`src/design/wdid_pkg.sv`:
```
// shared constants and types for the word decrement / interrupt disable block
package wdid_pkg;

  // register byte offsets on the bus
  localparam logic [7:0] OFS_CMD      = 8'h00;
  localparam logic [7:0] OFS_STATUS   = 8'h04;
  localparam logic [7:0] OFS_FLAGS    = 8'h08;
  localparam logic [7:0] OFS_SYSMODE  = 8'h0C;
  localparam logic [7:0] OFS_INT_MASK = 8'h10;
  localparam logic [7:0] OFS_INT_PEND = 8'h14;
  localparam logic [1:0] REGF_WINDOW  = 2'h1;   // haddr[7:6] of working register file

  // opcodes accepted on the command register
  localparam logic [7:0] OPC_WDEC_REG    = 8'h80;
  localparam logic [7:0] OPC_WDEC_IND    = 8'h81;
  localparam logic [7:0] OPC_INT_DISABLE = 8'h8F;

  // command register fields
  localparam int unsigned CMD_OPC_LSB = 0;
  localparam int unsigned CMD_OPD_LSB = 8;

  // condition flag positions
  localparam int unsigned FLG_C = 7;
  localparam int unsigned FLG_Z = 6;
  localparam int unsigned FLG_S = 5;
  localparam int unsigned FLG_V = 4;
  localparam int unsigned FLG_D = 3;
  localparam int unsigned FLG_H = 2;

  // status register bits
  localparam int unsigned STS_BUSY    = 0;
  localparam int unsigned STS_ILLEGAL = 1;
  localparam int unsigned STS_SERVICE = 2;

  // global enable bit of system_mode_reg
  localparam int unsigned SYSMODE_GIE = 0;

  // sizes
  localparam int unsigned REG_COUNT = 16;
  localparam int unsigned NUM_IRQ   = 8;

  // reset values
  localparam logic [7:0] RST_FLAGS    = 8'h00;
  localparam logic [7:0] RST_SYSMODE  = 8'h00;
  localparam logic [7:0] RST_INT_MASK = 8'h00;

  // execution sequencer
  typedef enum logic {EXEC_IDLE, EXEC_RUN} wdid_exec_type;

endpackage

```
`src/design/wdid_core.sv`:
```
// word decrement and interrupt disable execution unit with AHB-Lite register slave
//
// The AHB-Lite slave port and the address map are this design's own decisions.
`timescale 1ns/1ps
// Overview of operation
// - decrement the even register and its successor together as one 16-bit word
// - opcode 8F clears bit 0 of system_mode_reg, other bits kept
// - requests keep setting pending bits while interrupts are disabled
// - service drops one cycle after the global enable bit clears and stays off while it is clear
// - interrupt_disable_op leaves every condition flag unchanged
module wdid_core
(
  input  wire logic                         clock,
  input  wire logic                         reset,
  input  wire logic                         hsel,
  input  wire logic [31:0]                  haddr,
  input  wire logic [1:0]                   htrans,
  input  wire logic                         hwrite,
  input  wire logic [2:0]                   hsize,
  input  wire logic [31:0]                  hwdata,
  input  wire logic                         hready,
  output logic      [31:0]                  hrdata,
  output logic                              hreadyout,
  output logic                              hresp,
  input  wire logic [wdid_pkg::NUM_IRQ-1:0] irq_req,
  output logic                              irq_service,
  output logic      [2:0]                   irq_level
);
  import wdid_pkg::*;

  typedef struct packed {
    logic [REG_COUNT-1:0][7:0] regs;
    logic [7:0]                flags;
    logic [7:0]                sysmode;
    logic [7:0]                int_mask;
    logic                      dphase;
    logic                      wr;
    logic [7:0]                addr;
    logic [31:0]               rdata;
    logic                      ready;
    logic                      resp;
    wdid_exec_type             state;
    logic [3:0]                ptr;
    logic                      illegal;
  } wdid_core_state_type;

  wdid_core_state_type s_q;
  wdid_core_state_type s_d;

  logic [NUM_IRQ-1:0] pend;
  logic [NUM_IRQ-1:0] pend_clear;
  logic               service;
  logic [15:0]        pair_cur;
  logic [15:0]        pair_dec;
  logic               bus_wr;
  logic [7:0]         cmd_opc;
  logic [7:0]         cmd_opd;

  // operand word: high byte at the even address, low byte at the next one
  assign pair_cur = {s_q.regs[s_q.ptr], s_q.regs[{s_q.ptr[3:1], 1'b1}]};
  assign pair_dec = pair_cur - 16'h0001;
  assign bus_wr   = s_q.dphase && s_q.wr;
  assign cmd_opc  = hwdata[CMD_OPC_LSB +: 8];
  assign cmd_opd  = hwdata[CMD_OPD_LSB +: 8];

  // write-one-to-clear of pending bits; the gate lets a new request win
  assign pend_clear = (bus_wr && s_q.addr == OFS_INT_PEND) ? hwdata[7:0] : 8'h00;

  // next-state logic: bus slave, command decode, execution
  always_comb
  begin
    s_d        = s_q;
    // address phase: one wait state so read data comes from a flop
    s_d.dphase = hsel && htrans[1] && hready;
    s_d.ready  = !s_d.dphase;
    if (s_d.dphase)
    begin
      s_d.wr   = hwrite;
      s_d.addr = haddr[7:0];
    end
    // data phase
    if (s_q.dphase && !s_q.wr)
    begin
      if (s_q.addr[7:6] == REGF_WINDOW)
        s_d.rdata = {24'h000000, s_q.regs[s_q.addr[5:2]]};
      else
      begin
        case (s_q.addr)
          OFS_STATUS:
          begin
            // busy is never seen by a read: a transfer outlasts the one-cycle execution
            s_d.rdata              = 32'h00000000;
            s_d.rdata[STS_BUSY]    = s_q.state == EXEC_RUN;
            s_d.rdata[STS_ILLEGAL] = s_q.illegal;
            s_d.rdata[STS_SERVICE] = service;
          end
          OFS_FLAGS:    s_d.rdata = {24'h000000, s_q.flags};
          OFS_SYSMODE:  s_d.rdata = {24'h000000, s_q.sysmode};
          OFS_INT_MASK: s_d.rdata = {24'h000000, s_q.int_mask};
          OFS_INT_PEND: s_d.rdata = {24'h000000, pend};
          default:      s_d.rdata = 32'h00000000;  // unmapped and command read as zero
        endcase
      end
    end
    if (bus_wr)
    begin
      if (s_q.addr[7:6] == REGF_WINDOW)
        s_d.regs[s_q.addr[5:2]] = hwdata[7:0];
      else
      begin
        case (s_q.addr)
          OFS_STATUS:   if (hwdata[STS_ILLEGAL]) s_d.illegal = 1'b0;
          OFS_FLAGS:    s_d.flags    = hwdata[7:0];
          OFS_SYSMODE:  s_d.sysmode  = hwdata[7:0];
          OFS_INT_MASK: s_d.int_mask = hwdata[7:0];
          OFS_CMD:
          begin
            // a command while busy is dropped; only the register file address bits are used
            if (s_q.state == EXEC_IDLE)
            begin
              unique case (cmd_opc)
                OPC_WDEC_REG:
                begin
                  s_d.ptr   = {cmd_opd[3:1], 1'b0};
                  s_d.state = EXEC_RUN;
                end
                OPC_WDEC_IND:
                begin
                  s_d.ptr   = {s_q.regs[cmd_opd[3:0]][3:1], 1'b0};
                  s_d.state = EXEC_RUN;
                end
                OPC_INT_DISABLE:
                  s_d.sysmode[SYSMODE_GIE] = 1'b0;
                default:
                  s_d.illegal = 1'b1;
              endcase
            end
          end
          default: ;
        endcase
      end
    end
    // execution wins over a bus write landing in the same cycle
    if (s_q.state == EXEC_RUN)
    begin
      s_d.regs[s_q.ptr]                 = pair_dec[15:8];
      s_d.regs[{s_q.ptr[3:1], 1'b1}]    = pair_dec[7:0];
      s_d.flags[FLG_Z]                  = pair_dec == 16'h0000;
      s_d.flags[FLG_S]                  = pair_dec[15];
      s_d.flags[FLG_V]                  = pair_cur == 16'h8000;
      s_d.state                         = EXEC_IDLE;
    end
  end

  // state register, synchronous reset to constants
  always_ff @(posedge clock)
  begin
    if (reset)
    begin
      s_q          <= '0;
      s_q.ready    <= 1'b1;
      s_q.flags    <= RST_FLAGS;
      s_q.sysmode  <= RST_SYSMODE;
      s_q.int_mask <= RST_INT_MASK;
      s_q.state    <= EXEC_IDLE;
    end
    else
      s_q <= s_d;
  end

  // pending latches and service gating
  wdid_int_gate u_gate
  (
    .clock         (clock),
    .reset         (reset),
    .irq_req       (irq_req),
    .global_enable (s_q.sysmode[SYSMODE_GIE]),
    .int_mask      (s_q.int_mask),
    .pend_clear    (pend_clear),
    .pend          (pend),
    .service       (service),
    .level         (irq_level)
  );

  assign hrdata      = s_q.rdata;
  assign hreadyout   = s_q.ready;
  assign hresp       = s_q.resp;
  assign irq_service = service;

  // checking helpers
  logic       exec_fire;
  logic       cmd_fire;
  logic       disable_fire;
  logic [2:0] flags_keep;
  assign exec_fire    = s_q.state == EXEC_RUN;
  assign cmd_fire     = bus_wr && s_q.addr == OFS_CMD && s_q.state == EXEC_IDLE;
  assign disable_fire = cmd_fire && cmd_opc == OPC_INT_DISABLE;
  // each kept flag watched on its own, so two flips cannot cancel out
  assign flags_keep   = {s_q.flags[FLG_C], s_q.flags[FLG_D], s_q.flags[FLG_H]};
endmodule // wdid_core

```
`src/design/wdid_int_gate.sv`:
```
// pending latches and global-enable gating of interrupt service
`timescale 1ns/1ps
module wdid_int_gate
(
  input  wire logic                         clock,
  input  wire logic                         reset,
  input  wire logic [wdid_pkg::NUM_IRQ-1:0] irq_req,
  input  wire logic                         global_enable,
  input  wire logic [wdid_pkg::NUM_IRQ-1:0] int_mask,
  input  wire logic [wdid_pkg::NUM_IRQ-1:0] pend_clear,
  output logic      [wdid_pkg::NUM_IRQ-1:0] pend,
  output logic                              service,
  output logic      [2:0]                   level
);
  import wdid_pkg::*;

  typedef struct packed {
    logic [NUM_IRQ-1:0] pend;
    logic               service;
    logic [2:0]         level;
  } wdid_gate_state_type;

  wdid_gate_state_type s_q;
  wdid_gate_state_type s_d;

  // lowest set index wins; fixed priority keeps the vector choice cheap
  function automatic logic [2:0] first_set(input logic [NUM_IRQ-1:0] v);
    logic [2:0] idx;
    idx = 3'h0;
    for (int i = NUM_IRQ - 1; i >= 0; i--)
    begin
      if (v[i])
        idx = 3'(i);
    end
    return idx;
  endfunction

  // pending bits latch regardless of the global enable; a new request beats a clear
  always_comb
  begin
    s_d         = s_q;
    s_d.pend    = (s_q.pend & ~pend_clear) | irq_req;
    s_d.service = global_enable && |(s_q.pend & int_mask);
    s_d.level   = first_set(s_q.pend & int_mask);
  end

  // state register
  always_ff @(posedge clock)
  begin
    if (reset)
      s_q <= '0;
    else
      s_q <= s_d;
  end

  assign pend    = s_q.pend;
  assign service = s_q.service;
  assign level   = s_q.level;
endmodule // wdid_int_gate

```
`config.mk`:
```
export PLATFORM = sky130hd
export DESIGN_NAME = wdid_core
export DESIGN_NICKNAME = d
export VERILOG_FILES = /design/src/design/wdid_pkg.sv /design/src/design/wdid_core.sv /design/src/design/wdid_int_gate.sv
export SDC_FILE = /design/constraint.sdc
export NUM_CORES = 1
export LEC_CHECK = 0
export BUFFER_PORTS_ARGS = -buffer_cell sky130_fd_sc_hd__buf_2
export CORE_ASPECT_RATIO = 1.2
export CORE_MARGIN = 2
export CORE_UTILIZATION = 30
export DETAILED_ROUTE_END_ITERATION = 16
export GPL_ROUTABILITY_DRIVEN = 1
export SKIP_CTS_REPAIR_TIMING = 1
export SYNTH_ARGS = -nofsm -noshare
export SYNTH_HDL_FRONTEND = slang
export SYNTH_HIERARCHICAL = 1
export SYNTH_SLANG_ARGS = --single-unit
```
`constraint.sdc`:
```
create_clock -name clock -period 4.05 [get_ports clock]
set_input_delay 0.81 -clock clock [delete_from_list [all_inputs] [get_ports clock]]
set_output_delay 0.81 -clock clock [all_outputs]
set_load 0.02 [all_outputs]
```
# ---- Word-level counts from Yosys, hierarchy flattened
# Cells that the tools add are included.
dict set report totals {
  regBits 213
  latchBits 0
  ram_bits 0
  mem_bits_ro 0
  in_bits 82
  out_inout_bits 38
  elab_cells 138
  mem_count 0
}
dict set report op_classes {
  addsub 1
  multipliers 0
  div_mod_pow 0
  magnitude_cmp 7
  eq_ne 15
  n_shift 0
  mux 43
  n_bitwise 6
  n_reduce_logical 32
}
# op n
set op_table {}
lappend op_table {{bitwise mux 128 bit} 3}
lappend op_table {{two-way mux 128 bit} 2}
lappend op_table {{two-way mux 152 bit} 1}
lappend op_table {{binary-select mux 8 bit (select 4 bit)} 3}
lappend op_table {{two-way mux 8 bit} 10}
lappend op_table {{demux 8 bit (select 4 bit)} 2}
lappend op_table {{one-hot mux 8 bit (5 select lines)} 1}
lappend op_table {{binary-select mux 8 bit (select 3 bit)} 1}
lappend op_table {{demux 8 bit (select 3 bit)} 1}
lappend op_table {{== test 8 bit, second input constant} 3}
lappend op_table {{two-way mux 24 bit} 1}
lappend op_table {{< comparator 4 x 5 -> 1 bit, second input constant} 4}
lappend op_table {{AND 8 bit} 2}
lappend op_table {{== test 16 bit, second input constant} 1}
lappend op_table {{== test 8 x 4 -> 1 bit, second input constant} 2}
lappend op_table {{== test 8 x 5 -> 1 bit, second input constant} 2}
lappend op_table {{logical NOT 16 bit} 1}
lappend op_table {{subtractor 16 x 1 -> 16 bit, second input constant} 1}
lappend op_table {{two-way mux 3 bit} 5}
lappend op_table {{AND reduction 3 bit} 5}
lappend op_table {{greater-or-equal comparator 4 x 1 -> 1 bit, second input constant} 3}
lappend op_table {{one-hot mux 5 bit (2 select lines)} 1}
lappend op_table {{AND reduction 5 bit} 2}
lappend op_table {{nonzero test 2 bit} 5}
lappend op_table {{21 further kinds} 42}

# ---- Longest topological paths before layout
dict set report logic_depth {
  depth_word 10
  ltp_mapped 14
  ltp_nobuf 10
}

# ---- Modules after synthesis
# The synthesis kept the hierarchy.
# mod instances cells_per_inst area_each_um2 seq_area_each_um2
set by_module_without_submodules {}
lappend by_module_without_submodules {wdid_core 1 1149 10905.5 3523.4}
lappend by_module_without_submodules {wdid_int_gate 1 59 486.7 240.2}

# ---- Worst setup path after synthesis
# No wires, ideal clock.
dict set report synth_timing {
  path_kind {register to register}
  from {register s_q[2] (netlist name)}
  to {register s_q[72] (netlist name)}
  setup_ps 84
  arrival_time_ps 3632
  t_required_ps 3966
  setup_slack_ps 333
  stages_incl_launch_ff 15
  n_path_buf 4
  period_less_slack_ps 3717
  cell_sequence {dfxtp_1 -> buf_6 -> buf_6 -> buf_4 -> clkbuf_1 -> nor4b_1 -> a31oi_1 -> nand2_1 -> inv_1 -> ha_1 -> nand4_2 -> o31ai_1 -> or4bb_1 -> or4b_1 -> o31ai_2}
}
dict set report synth_between {
  elab_chain_cells 5
  elab_cells_between_ends 7
  classes_between {add/sub (1); mux (5); reduce/logical (1)}
}
# item line
set synth_lines {}
lappend synth_lines {{start: declaration} wdid_core.sv:47} ;# wdid_core_state_type s_q;
lappend synth_lines {{binary-select mux 8 bit (select 4 bit) or binary-select mux 8 bit (select 3 bit) (tied branches)} wdid_core.sv:60} ;# assign pair_cur = {s_q.regs[s_q.ptr], s_q.regs[{s_q.ptr[3:1], 1'b1}]};
lappend synth_lines {{two-way mux 8 bit (implied by the code)} wdid_core.sv:60}
lappend synth_lines {{subtractor 16 x 1 -> 16 bit *} wdid_core.sv:61} ;# assign pair_dec = pair_cur - 16'h0001;
lappend synth_lines {{logical NOT 16 bit *} wdid_core.sv:148} ;# s_d.flags[FLG_Z] = pair_dec == 16'h0000;
lappend synth_lines {{two-way mux 3 bit *} wdid_core.sv:144} ;# if (s_q.state == EXEC_RUN)
# Mark *: on every way between the ends. The rest lies on a longest branch, timed or not. The select of a mux whose other input is x is not followed.
# A chain may end at the register's enable or synchronous reset.

# ---- Final worst setup path
dict set report layout_timing {
  from {register s_q[3] (netlist name)}
  to {register s_q[72] (netlist name)}
}
# Same word-level chain as after synthesis.

==> metrics.txt <==
Internal Pwr Total around 2.8 mW; Main synth FF type dfxtp_1; status finished, final reports clean; YS warnings 6; Tmin final about 3600 ps; Clock Tree Root clkbuf_16; share of cells above drive strength 1 0.2111; WL/cell 23.18 um; global-route met2 utilization 0.3179; relative slew slack 0.2387; R2R Setup Slk 420 ps; global-route wire length before repair 59840 um; largest net degree at the start of global routing 74; worst path arrival time 4000 ps; number of synthesized flops with an enable pin 0; Die Area 39560 sq um; most instantiated cells after synthesis dfxtp_1, nor2_1, a211oi_1, clkbuf_1, nand2_1; Post-Synthesis Cell Area 11390 sq um; Synth area leader dfxtp_1; GP Congestion 0.9010; count of final hold-check violations 0; GR Layer Usage met1 0.2455; final setup violation count 0; Yosys cell types 64; peak supply drop between 0.00015 and 0.0002 V; worst-path maximum fanout 23; largest cells by area after synthesis dfxtp_1, mux4_2, a211oi_1, mux2i_1, nor2_1; hold depth 2; hold endpoint s_q[64]$_SDFFE_PP0P_; HPWL after detailed placement about 26000 um; CTS max path bufs 2; nets ~1300; gr ovfl total 0; Least-Margin Pin Slew approximately 1100 ps; Clock Skew between 10 and 15 ps; post-synthesis sequential area ratio 0.3304; I/O Buffers 46; # rows slightly below 80; DR iter-0 viols between 1000 and 1500; Synth Register Bits between 150 and 200; Sw Ratio 0.2724; initial antenna violation count 3; filler instances between 3000 and 4000; met3 Use GR 0.04058; DRT antenna net count 0; min-delay worst type flop to flop; GRT Total Usage 0.1983; worst r2r dst s_q[72]$_SDFFE_PP0P_; clock network fraction of total power 0.452; area growth from synthesis to layout 10.72%; final count of pins violating max slew 0; CTS tree done; # DRC 0; R2R depth 8; Mapped Avg Cell Area 9.431 sq um; sum of negative setup slack 0 ps; leak pwr ~4 nW; min-delay src s_q[64]$_SDFFE_PP0P_; Core Util, Final 0.3348; Register Area approximately 3800 sq um; PD cells about 300 nW/um^2; Num CTS Buffers 17; Clock Sinks 188; Clk Latency, worst-skew pair around 460 ps; max_cap viols 0; CP Launch Type flop; Tcrit/Tclk final 0.8953; most frequent cell after synthesis dfxtp_1; Flop pwr share 0.496; top cell type's share of synthesized area 0.3304; CTS H-tree lvls 4; width of the die 181.9 um; crit end category flop; Initial Utilization 0.3024; RSZ-0062 raised after global routing no; multi-input logic area approximately 7000 sq um; worst path required time 4420 ps; vias in the first global route slightly below 10000; Clock transition at path regs roughly 80 ps; Vias/cell roughly 6.0; I/O pin cnt 120; chip height ~220 um; Setup CP Type flop to flop; drt pass-1 iters 6; final wirelength approximately 40000 um; Psw 1.030 mW; FMAX about 280 MHz; Core Area ~38000 sq um; Async SR Flop Fraction 0; Comb pwr share 0.052; reg-to-reg startpoint s_q[3]$_SDFFE_PP0P_; Vias around 10000; Synth Instances 1208; gr busiest metal met2
[state kept, by name, summed over array words and instances, names as in the netlist]
signal,flops
hreadyout,1
u_gate/pend,8
exec_fire,1
u_gate/level,3
u_gate/service,1
hrdata,8
flags_keep,3
s_q,163
[metrics by stage]
stage                     cell area, sq um  setup slack [ps]  instances  power (mW)  hold slack, ps
after floorplan                      11480             333.3       1232       2.068           435.9
after global placement               12020             296.6       1656       2.116           442.7
after detailed placement             12020             279.5       1656       2.117           448.8
after CTS                            12600             265.9       1688       3.797           459.0
after global routing                 12610             203.7       1689       3.879           481.2
final                                12610             424.0       1691       3.782           458.5
[final cells by class]
cell class	instances	share of cell area
diodes	3	0.0005952
clock buffers	18	0.03482
clock inverters	14	0.01131
inverters	13	0.003869
multi-input cells	881	0.5525
flip-flops and latches	188	0.2990
well taps	480	0.04761
repair buffers	94	0.05029
[routing by layer]
| metal | share of wire | up-vias |
|---|---|---|
| met5 | 0 | - |
| met4 | 0.058 | 0 |
| met2 | 0.46 | 555 |
| met3 | 0.087 | 121 |
| met1 | 0.40 | 4920 |
| li1 | - | 4477 |
[logic make-up after synthesis]
family	Yosys count	share of synthesized area
flops	188	0.3304
buf+inv	163	0.06765
xor+xnor	10	0.008348
simple gates	407	0.1691
other cells	1	0.0003292
mux	186	0.2560
fa+ha+maj	2	0.002196
compound gates	251	0.1660
[worst max-delay path, stage by stage (launching register included)]
cell	delay (ps)
dfxtp_2	730
buf_12	250
mux4_2	330
mux2_4	330
or4_4	610
nor4_4	310
xnor2_2	200
or4b_1	590
o31ai_2	190
[worst max-delay path by stage]
stage / cells past startpoint / start / slack [ps] / to
global placement: 12 / s_q[2]$_SDFFE_PP0P_ / 300 / s_q[72]$_SDFFE_PP0P_
CTS: 8 / s_q[2]$_SDFFE_PP0P_ / 270 / s_q[72]$_SDFFE_PP0P_
global route: 12 / s_q[2]$_SDFFE_PP0P_ / 200 / s_q[72]$_SDFFE_PP0P_
detailed placement: 8 / s_q[2]$_SDFFE_PP0P_ / 280 / s_q[72]$_SDFFE_PP0P_
finish: 8 / s_q[3]$_SDFFE_PP0P_ / 420 / s_q[72]$_SDFFE_PP0P_
floorplan: 14 / s_q[2]$_SDFFE_PP0P_ / 330 / s_q[72]$_SDFFE_PP0P_
[placed cells by master, fill, tap and decap left out, types with 6 or more instances in the layout]
cell type  instances
dfxtp_1          184
xor2_1             6
buf_4             45
and2_1            11
nor3_1             7
nand2_1           84
clkbuf_16         17
mux2i_1           75
a21oi_1           30
mux2_2            28
mux4_2            81
a22oi_1            7
a211oi_1         132
or3_1              6
buf_2             45
nand4_1            8
nor2_1           156
a311oi_1          35
a22o_1            11
nor2b_1           30
and3_1            14
inv_1             13
nand3_1           56
conb_1            25
nand2b_1          10
[power groups by stage]
| stage | Sequential [mW] | Combinational [mW] | Clock, mW |
|---|---|---|---|
| finish | 1.88 | 0.198 | 1.71 |
| global route | 1.88 | 0.212 | 1.79 |
| CTS | 1.88 | 0.197 | 1.72 |
| detailed placement | 1.92 | 0.196 | 0 |
| global placement | 1.92 | 0.196 | 0 |
| floorplan | 1.91 | 0.157 | 0 |
Power figures use the tool's default switching activity.
